[src/hdl/dfgr_pkg.sv]
package dfgr_pkg;
   // Granularity field codes
   localparam logic [2:0] GRAN_FIXED_1X = 3'h0;
   localparam logic [2:0] GRAN_FIXED_2X = 3'h1;
   localparam logic [2:0] GRAN_FIXED_4X = 3'h2;
   localparam logic [2:0] GRAN_OTF_1X2X = 3'h5;
   localparam logic [2:0] GRAN_OTF_1X4X = 3'h6;
   localparam logic [2:0] GRAN_RESET    = 3'h0;
   // Field positions inside the MR3 address word
   localparam int GRAN_LSB = 6;
   localparam int GRAN_MSB = 8;
   // Timing figures
   localparam int CLK_PERIOD_PS   = 10000;
   localparam int REFI_BASE_NS    = 7800;
   localparam int RFC1_NS         = 350;
   localparam int RFC2_NS         = 260;
   localparam int RFC4_NS         = 160;
   localparam int REFI1_CYC = (REFI_BASE_NS * 1000) / CLK_PERIOD_PS;
   localparam int REFI2_CYC = REFI1_CYC / 2;
   localparam int REFI4_CYC = REFI1_CYC / 4;
   localparam int RFC1_CYC = (RFC1_NS * 1000 + CLK_PERIOD_PS - 1) / CLK_PERIOD_PS;
   localparam int RFC2_CYC = (RFC2_NS * 1000 + CLK_PERIOD_PS - 1) / CLK_PERIOD_PS;
   localparam int RFC4_CYC = (RFC4_NS * 1000 + CLK_PERIOD_PS - 1) / CLK_PERIOD_PS;
   localparam int CNT_W = 16;
   // Refresh granularity of one command
   typedef enum logic [1:0]
   {
      DFGR_RATE_1X = 2'b00,
      DFGR_RATE_2X = 2'b01,
      DFGR_RATE_4X = 2'b10
   } dfgr_rate_e;
   // Device state machine
   typedef enum logic [1:0]
   {
      DFGR_DEV_IDLE   = 2'b00,
      DFGR_DEV_BUSY   = 2'b01,
      DFGR_DEV_SELF   = 2'b10
   } dfgr_dev_e;
   // Controller state machine
   typedef enum logic [2:0]
   {
      DFGR_HOST_IDLE  = 3'b000,
      DFGR_HOST_WAIT  = 3'b001,
      DFGR_HOST_SELF  = 3'b010,
      DFGR_HOST_EXTRA = 3'b011,
      DFGR_HOST_MODE  = 3'b100
   } dfgr_host_e;
endpackage

[src/hdl/dfgr_if.sv]
`timescale 1ns/1ps
// Command/address path between controller and device
interface dfgr_if;
   logic        cs_n;
   logic        act_n;
   logic        ras_n;
   logic        cas_n;
   logic        we_n;
   logic        bg0;
   logic        mrs_sel;
   logic [13:0] addr;
   logic        sr_enter;
   logic        sr_exit;
   modport device
   (
      input cs_n, act_n, ras_n, cas_n, we_n, bg0, mrs_sel, addr,
      input sr_enter, sr_exit
   );
   modport controller
   (
      output cs_n, act_n, ras_n, cas_n, we_n, bg0, mrs_sel, addr,
      output sr_enter, sr_exit
   );
endinterface

[src/hdl/dfgr_controller.sv]
`timescale 1ns/1ps
// Memory controller end: paces refreshes and tracks counting constraints
module dfgr_controller
#(
   parameter int REFI1_CYC = dfgr_pkg::REFI1_CYC
)
(
   input  wire logic          ref_clk,
   input  wire logic          arst_n,
   dfgr_if.controller         bus,
   input  wire logic [2:0]    req_mode,
   input  wire logic          req_mode_valid,
   input  wire logic          req_high_rate,
   input  wire logic          temperature_controlled_refresh,
   input  wire logic          req_sr_enter,
   input  wire logic          req_sr_exit,
   output logic               mode_accepted,
   output logic               mode_refused,
   output logic [1:0]         group_count,
   output logic               ctrl_idle
);
   typedef struct packed {
      dfgr_pkg::dfgr_host_e           st;
      logic [2:0]                     mode;
      logic [2:0]                     pend;
      logic [dfgr_pkg::CNT_W-1:0]     refi;
      logic [dfgr_pkg::CNT_W-1:0]     wait_c;
      logic [1:0]                     grp;
      logic [2:0]                     extra;
      logic                           acc;
      logic                           ref_c;
      logic                           hi;
      logic                           mrs;
      logic                           sre;
      logic                           srx;
      logic                           rfs;
   } dfgr_host_s;

   dfgr_host_s q;
   dfgr_host_s next_q;
   logic       mode_fast;
   logic       mode_quad;
   logic [dfgr_pkg::CNT_W-1:0] interval;
   logic       group_whole;
   logic       use_hi;

   assign mode_fast = (q.mode == dfgr_pkg::GRAN_FIXED_2X)
                      || (q.mode == dfgr_pkg::GRAN_OTF_1X2X);
   assign mode_quad = (q.mode == dfgr_pkg::GRAN_FIXED_4X)
                      || (q.mode == dfgr_pkg::GRAN_OTF_1X4X);
   // Higher rate only in fixed 2x/4x, or ON_THE_FLY_GRANULARITY on request
   assign use_hi = (q.mode == dfgr_pkg::GRAN_FIXED_2X)
                   || (q.mode == dfgr_pkg::GRAN_FIXED_4X)
                   || (q.mode[2] && req_high_rate);            // see (RULE6)
   // A forced higher-rate refresh keeps its own, shorter interval
   assign interval = (!use_hi && group_whole) ? dfgr_pkg::CNT_W'(REFI1_CYC) :
                     mode_quad ? dfgr_pkg::CNT_W'(REFI1_CYC / 4) :
                     dfgr_pkg::CNT_W'(REFI1_CYC / 2);         // see (RULE3) (RULE4)
   assign group_whole = mode_quad ? (q.grp == 2'h0) : !q.grp[0];

   always_comb
   begin
      next_q = q;
      next_q.ref_c = 1'b0;
      next_q.mrs = 1'b0;
      next_q.sre = 1'b0;
      next_q.srx = 1'b0;
      next_q.acc = 1'b0;
      // Refusal is a level while a forbidden request is held
      next_q.rfs = req_mode_valid && temperature_controlled_refresh
                   && req_mode != dfgr_pkg::GRAN_FIXED_1X;    // see (RULE15)
      if (q.refi != '0)
         next_q.refi = q.refi - 1'b1;
      unique case (q.st)
         dfgr_pkg::DFGR_HOST_IDLE:
         begin
            // Held or refused requests fall through so refresh never stalls
            if (req_mode_valid && group_whole       // see (RULE10) (RULE12)
                && !(temperature_controlled_refresh
                     && req_mode != dfgr_pkg::GRAN_FIXED_1X)) // see (RULE15)
            begin
               next_q.pend = req_mode;
               next_q.st = dfgr_pkg::DFGR_HOST_MODE;         // see (RULE21)
            end
            else if (req_sr_enter)
            begin
               next_q.sre = 1'b1;
               next_q.st = dfgr_pkg::DFGR_HOST_SELF;
            end
            else if (q.refi == '0)
            begin
               next_q.ref_c = 1'b1;
               next_q.hi = use_hi;
               // 1x only after a whole group of higher-rate refreshes
               if (use_hi || group_whole)                     // see (RULE11) (RULE13)
               begin
                  next_q.grp = use_hi ? q.grp + 2'h1 : 2'h0;  // see (RULE22)
                  if (!use_hi || mode_quad)
                     next_q.grp = use_hi ? q.grp + 2'h1 : 2'h0;
                  else
                     next_q.grp = {1'b0, ~q.grp[0]};
               end
               else
               begin
                  next_q.hi = 1'b1;
                  next_q.grp = mode_quad ? q.grp + 2'h1
                                         : {1'b0, ~q.grp[0]};
               end
               next_q.refi = interval;                        // see (RULE9)
               next_q.wait_c = (next_q.hi && mode_quad)
                  ? dfgr_pkg::CNT_W'(dfgr_pkg::RFC4_CYC)
                  : next_q.hi ? dfgr_pkg::CNT_W'(dfgr_pkg::RFC2_CYC)
                  : dfgr_pkg::CNT_W'(dfgr_pkg::RFC1_CYC);     // see (RULE5)
               next_q.st = dfgr_pkg::DFGR_HOST_WAIT;
            end
         end
         dfgr_pkg::DFGR_HOST_WAIT:
         begin
            next_q.wait_c = q.wait_c - 1'b1;
            if (q.wait_c <= dfgr_pkg::CNT_W'(2))
               next_q.st = q.extra != 3'h0 ? dfgr_pkg::DFGR_HOST_EXTRA
                                           : dfgr_pkg::DFGR_HOST_IDLE;
         end
         dfgr_pkg::DFGR_HOST_SELF:
            if (req_sr_exit)
            begin
               next_q.srx = 1'b1;
               // Fixed modes forbid 1x, so a partial group gets 2 or 4 extras
               next_q.extra = (q.mode == dfgr_pkg::GRAN_FIXED_1X
                               || group_whole) ? 3'h0
                            : q.mode[2] ? 3'h1
                            : mode_quad ? 3'h4 : 3'h2;  // see (RULE17) (RULE18)
               next_q.grp = 2'h0;
               next_q.st = next_q.extra != 3'h0 ? dfgr_pkg::DFGR_HOST_EXTRA
                                                : dfgr_pkg::DFGR_HOST_IDLE;
            end
         dfgr_pkg::DFGR_HOST_EXTRA:
         begin
            // Extra refresh leaves the interval timer untouched
            next_q.ref_c = 1'b1;                              // see (RULE19)
            next_q.hi = !q.mode[2];                           // see (RULE6)
            next_q.extra = q.extra - 3'h1;
            next_q.wait_c = q.mode[2] ? dfgr_pkg::CNT_W'(dfgr_pkg::RFC1_CYC)
                          : mode_quad ? dfgr_pkg::CNT_W'(dfgr_pkg::RFC4_CYC)
                          : dfgr_pkg::CNT_W'(dfgr_pkg::RFC2_CYC);
            next_q.st = dfgr_pkg::DFGR_HOST_WAIT;
         end
         dfgr_pkg::DFGR_HOST_MODE:
         begin
            next_q.mrs = 1'b1;
            next_q.acc = 1'b1;
            next_q.mode = q.pend;
            next_q.grp = 2'h0;                                // see (RULE14)
            // New rate applies at once: refresh right after the write
            next_q.refi = '0;                                 // see (RULE9)
            next_q.wait_c = dfgr_pkg::CNT_W'(2);
            next_q.st = dfgr_pkg::DFGR_HOST_WAIT;
         end
         default:
            next_q.st = dfgr_pkg::DFGR_HOST_IDLE;
      endcase
   end

   always_ff @(posedge ref_clk or negedge arst_n)
   begin
      if (!arst_n)
         q <= '0;
      else
         q <= next_q;
   end

   // Command pins decoded from registered strobes
   assign bus.cs_n     = !(q.ref_c || q.mrs);
   assign bus.act_n    = 1'b1;
   assign bus.ras_n    = !q.ref_c;
   assign bus.cas_n    = !q.ref_c;
   assign bus.we_n     = 1'b1;
   assign bus.bg0      = q.hi;
   assign bus.mrs_sel  = q.mrs;
   assign bus.addr     = {5'h00, q.mode, 6'h00};
   assign bus.sr_enter = q.sre;
   assign bus.sr_exit  = q.srx;
   assign mode_accepted = q.acc;
   assign mode_refused  = q.rfs;
   assign group_count   = q.grp;
   assign ctrl_idle     = (q.st == dfgr_pkg::DFGR_HOST_IDLE);
endmodule // dfgr_controller

[src/flat_wrapper.sv]
// flat-port wrapper written by rule: the top's interface ports become plain ports
module dfgr_controller_flat 
#(
   parameter int REFI1_CYC = dfgr_pkg::REFI1_CYC
)
  (ref_clk, arst_n, req_mode, req_mode_valid, req_high_rate, temperature_controlled_refresh, req_sr_enter, req_sr_exit, mode_accepted, mode_refused, group_count, ctrl_idle, bus_cs_n, bus_act_n, bus_ras_n, bus_cas_n, bus_we_n, bus_bg0, bus_mrs_sel, bus_addr, bus_sr_enter, bus_sr_exit);
  dfgr_if bus_i ();
  input  wire logic ref_clk;
  input  wire logic arst_n;
  input  wire logic [2:0] req_mode;
  input  wire logic req_mode_valid;
  input  wire logic req_high_rate;
  input  wire logic temperature_controlled_refresh;
  input  wire logic req_sr_enter;
  input  wire logic req_sr_exit;
  output logic mode_accepted;
  output logic mode_refused;
  output logic [1:0] group_count;
  output logic ctrl_idle;
  output wire logic [$bits(bus_i.cs_n)-1:0] bus_cs_n;
  output wire logic [$bits(bus_i.act_n)-1:0] bus_act_n;
  output wire logic [$bits(bus_i.ras_n)-1:0] bus_ras_n;
  output wire logic [$bits(bus_i.cas_n)-1:0] bus_cas_n;
  output wire logic [$bits(bus_i.we_n)-1:0] bus_we_n;
  output wire logic [$bits(bus_i.bg0)-1:0] bus_bg0;
  output wire logic [$bits(bus_i.mrs_sel)-1:0] bus_mrs_sel;
  output wire logic [$bits(bus_i.addr)-1:0] bus_addr;
  output wire logic [$bits(bus_i.sr_enter)-1:0] bus_sr_enter;
  output wire logic [$bits(bus_i.sr_exit)-1:0] bus_sr_exit;
  assign bus_cs_n = bus_i.cs_n;
  assign bus_act_n = bus_i.act_n;
  assign bus_ras_n = bus_i.ras_n;
  assign bus_cas_n = bus_i.cas_n;
  assign bus_we_n = bus_i.we_n;
  assign bus_bg0 = bus_i.bg0;
  assign bus_mrs_sel = bus_i.mrs_sel;
  assign bus_addr = bus_i.addr;
  assign bus_sr_enter = bus_i.sr_enter;
  assign bus_sr_exit = bus_i.sr_exit;
  dfgr_controller #(.REFI1_CYC(REFI1_CYC)) u_core (.ref_clk(ref_clk), .arst_n(arst_n), .bus(bus_i), .req_mode(req_mode), .req_mode_valid(req_mode_valid), .req_high_rate(req_high_rate), .temperature_controlled_refresh(temperature_controlled_refresh), .req_sr_enter(req_sr_enter), .req_sr_exit(req_sr_exit), .mode_accepted(mode_accepted), .mode_refused(mode_refused), .group_count(group_count), .ctrl_idle(ctrl_idle));
endmodule
[config.mk]
export PLATFORM = sky130hd
export DESIGN_NAME = dfgr_controller_flat
export DESIGN_NICKNAME = d
export VERILOG_FILES = /design/src/hdl/dfgr_pkg.sv /design/src/hdl/dfgr_if.sv /design/src/hdl/dfgr_controller.sv /design/src/flat_wrapper.sv
export SDC_FILE = /design/constraint.sdc
export NUM_CORES = 1
export LEC_CHECK = 0
export BUFFER_PORTS_ARGS = -buffer_cell sky130_fd_sc_hd__buf_2
export CORE_UTILIZATION = 63
export CTS_CLUSTER_DIAMETER = 100
export CTS_CLUSTER_SIZE = 20
export DETAILED_ROUTE_END_ITERATION = 8
export PLACE_DENSITY = 0.91
export SYNTH_ARGS = -nofsm -noshare
export SYNTH_HDL_FRONTEND = slang
export SYNTH_SLANG_ARGS = --single-unit
[constraint.sdc]
create_clock -name ref_clk -period 6.6 [get_ports ref_clk]
set_clock_uncertainty 0.15 [all_clocks]
set_input_delay 0 -clock ref_clk [delete_from_list [all_inputs] [get_ports ref_clk]]
set_output_delay 0 -clock ref_clk [all_outputs]
set_load 0.005 [all_outputs]
==> summary.md <==
| Metric | Value |
|---|---|
| Status | complete, no violations |
| Number of global-route vias before repair | 2799 |
| Reg2reg start | u_core.group_count[0]$_DFFE_PN0P_ |
| Max Slew Vio Count | 0 |
| Via density | 6.642 |
| Pleak | 1.476 nW |
| R2R Setup Slk | 3.68 ns |
| Initial antenna violation count | 0 |
| Synth top area share | 0.4088 |
| Critical Path End | u_core.q[36]$_DFF_PN0_ |
| Final ANT Viol Nets | 0 |
| Synth Instances | 356 |
| Final setup fails | 0 |
| WL/cell | 18.16 um |
| HP Class | in2async |
| Initial Util | 0.6651 |
| Final setup margin | 3.683 ns |
| Die ar. | 5341 um2 |
| Number of I/O port buffers | 24 |
| PostCTS Resize Cnt | 0 |
| Max IR drop VDD | 229.8 uV |
| Post-DP HPWL | 5538 um |
| Die X-Extent | 73.08 um |
| Synth area leader | dfrtp_1 |
| Reg clk slew, reported paths | 0.10 ns |
| PwrDens | 415.5 nW/um2 |
| Pre-CTS setup slack | 3.803 ns |
| Setup TNS Final | 0 ns |
| Fraction of registers with async set/reset | 1.000 |
| #FFs+latches synth | 52 |
| Htree depth | 2 |
| CP endpoint kind | flop |
| Max-Cap Viols | 0 |
| Vias | 2969 |
| Drt drc | 0 |
| Clock latency on the worst-skew pair | 0.32 ns |
| Gpl congestion | 0.9540 |
| Fmax achieved | 0.3429 GHz |
| Fin crit share | 0.4419 |
| CP startpoint | u_core.group_count[0]$_DFFE_PN0P_ |
| Fin. Hold Viols | 0 |
| RSZ-0062 raised after global routing | no |
| Post-CTS Setup Bufs | 0 |
| # fillers | 346 |
| CP required | 6.62 ns |
| Yosys warns | 0 |
| Clock root cell | clkbuf_8 |
| Pin count of the biggest net entering global routing | 53 |
| Num CTS Buffers | 5 |
| Iteration-0 DRC Markers | 279 |
| Measured slew at the worst slew-check pin | 0.7778 ns |
| Post-Route WL | 8118 um |
| Post-synth EDFFs | 0 |
| Critical Path, Cell by Cell | inv_1, ha_1, or3b_4, o2111a_4, nor4_2, o21a_1, o22ai_1 |
| Worst slew margin | 0.4796 |
| Core Area | 4786 um2 |
| Mean Syn Cell Area | 8.941 um2 |
| Clock Path Buffers | 2 |
| Total GRT Usage | 0.3317 |
| Post-CTS Hold Buffers | 8 |
| Reg-to-reg endpoint | u_core.q[36]$_DFF_PN0_ |
| Area growth, synth to finish | 8.333% |
| Num rows | 25 |
| Share of cells above drive strength 1 | 0.1316 |
| Grt ovf | 0 |
| Crit path DAT | 2.94 ns |
| Slowest CP cell | o21a_1 |
| Netlist Area Pre-Place | 3183 um2 |
| Distinct cells, synth | 63 |
| # IOs | 38 |
| Dominant synthesized flop cell | dfrtp_1 |
| Diodes inserted | 0 |
| Sequential fraction of the synthesis area | 0.4088 |
| Crit path max fanout | 14 |
| First-pass GRT wire length | 13350 um |
| Top post-synthesis cells by area | dfrtp_1, buf_4, nor2_1 |
| # clock sinks | 52 |
| TritonCTS clock tree | done |
| Critical path's largest stage delay | 0.51 ns |
| R2r worst-path depth | 7 |
| Die height | 73.08 um |
| CP Launch Type | flop |
| Final #Nets | 395 |
| Fin crit period | 2.917 ns |
| DRT Pass-1 Iters | 7 |
| Crit Path Category | reg2reg |
synthesized netlist by cell type, types with 4 or more instances:
| master | number |
|---|---|
| dfrtp_1 | 52 |
| nor2_1 | 36 |
| nand2_1 | 24 |
| a21oi_1 | 20 |
| buf_4 | 20 |
| inv_1 | 18 |
| o21ai_0 | 17 |
| nor3_1 | 11 |
| o31ai_1 | 11 |
| nand3_1 | 10 |
| a31oi_1 | 8 |
| or4_1 | 8 |
| nand4_1 | 7 |
| xnor2_1 | 7 |
| clkbuf_1 | 6 |
| ha_1 | 6 |
| or3_1 | 6 |
| xor2_1 | 6 |
| nor2b_1 | 5 |
| o22ai_1 | 5 |
| mux2_2 | 4 |
worst min path at each step:
stage / end / depth (start not counted) / slack (ns) / startpoint
2_1_floorplan: u_core.bus.addr[6]$_DFFE_PN0P_ / 0 / -0.45 / arst_n
3_3_place_gp: u_core.q[33]$_DFF_PN0_ / 2 / 0.002 / arst_n
3_5_place_dp: u_core.q[5]$_DFF_PN0_ / 2 / 0.005 / arst_n
4_1_cts: u_core.q[5]$_DFF_PN0_ / 3 / 0.19 / arst_n
5_1_grt: u_core.q[42]$_DFF_PN0_ / 3 / 0.26 / arst_n
6_report: u_core.q[5]$_DFF_PN0_ / 3 / 0.17 / arst_n
cells by family after synthesis:
family	synth area share
flops	0.4088
other cells	0.002359
fa+ha+maj	0.02358
buf+inv	0.07979
compound gates	0.1969
simple gates	0.2323
mux	0.02044
xor+xnor	0.03577
final cells by class:
cell class	count	area, um2	share of cell area
Inverter	19	71.32	0.02068
Clock buffer	5	68.82	0.01996
Timing Repair Buffer	33	207.7	0.06023
Clock inverter	3	46.29	0.01343
Multi-Input combinational cell	268	1669	0.4840
Sequential cell	52	1301	0.3774
Tap cell	67	83.83	0.02431
state kept, by name, summed over array words and instances, names as in the netlist:
register / count
u_core.bus.addr: 3
u_core.group_count: 2
u_core.q: 42
u_core.bus.sr_enter: 1
u_core.mode_accepted: 1
u_core.bus.bg0: 1
u_core.mode_refused: 1
u_core.bus.sr_exit: 1
metal layers:
| metal | up-vias | track usage | wire, um |
|---|---|---|---|
| li1 | 1323 | - | - |
| met1 | 1443 | 0.4171 | 3275 |
| met2 | 172 | 0.5648 | 4049 |
| met3 | 31 | 0.05525 | 566 |
| met4 | 0 | 0.1394 | 226 |
| met5 | - | 0 | 0 |
report_power, final:
group / internal [mW] / switching [mW]
sequential: 0.441 / 0.145
combinational: 0.251 / 0.370
clock: 0.114 / 0.111
total: 0.806 / 0.626
cells in the final DEF (no fill, tap or decap), types with 7 or more instances in the layout:
master,instances
a21oi_1,20
a31oi_1,8
buf_2,24
conb_1,13
dfrtp_1,52
dlygate4sd3_1,8
inv_1,18
nand2_1,24
nand3_1,10
nand4_1,7
nor2_1,36
nor3_1,11
o21ai_0,17
o31ai_1,11
or4_1,8
xnor2_1,7
critical path, delay by kind of cell (launching register included):
kind	cells	cell delay, ns
AO/OA/AOI/OAI	3	0.88
adder cells (fa/ha/maj)	1	0.25
buffers and inverters	1	0.13
flip-flops	1	0.47
AND/OR/NAND/NOR	2	0.87
per-stage QoR:
| stage | instance area [um2] | utilization | hold slack, ns | power, mW | instances |
|---|---|---|---|---|---|
| after global placement | 3253 | 0.6797 | 0.001789 | 1.139 | 431 |
| after detailed placement | 3253 | 0.6797 | 0.005359 | 1.180 | 431 |
| after CTS | 3448 | 0.7205 | 0.1874 | 1.415 | 447 |
| final | 3448 | 0.7205 | 0.1737 | 1.433 | 447 |
| after global routing | 3448 | 0.7205 | 0.2642 | 1.526 | 447 |
| after floorplan | 3224 | - | -0.4456 | 1.019 | 367 |
Power figures use the tool's default switching activity.
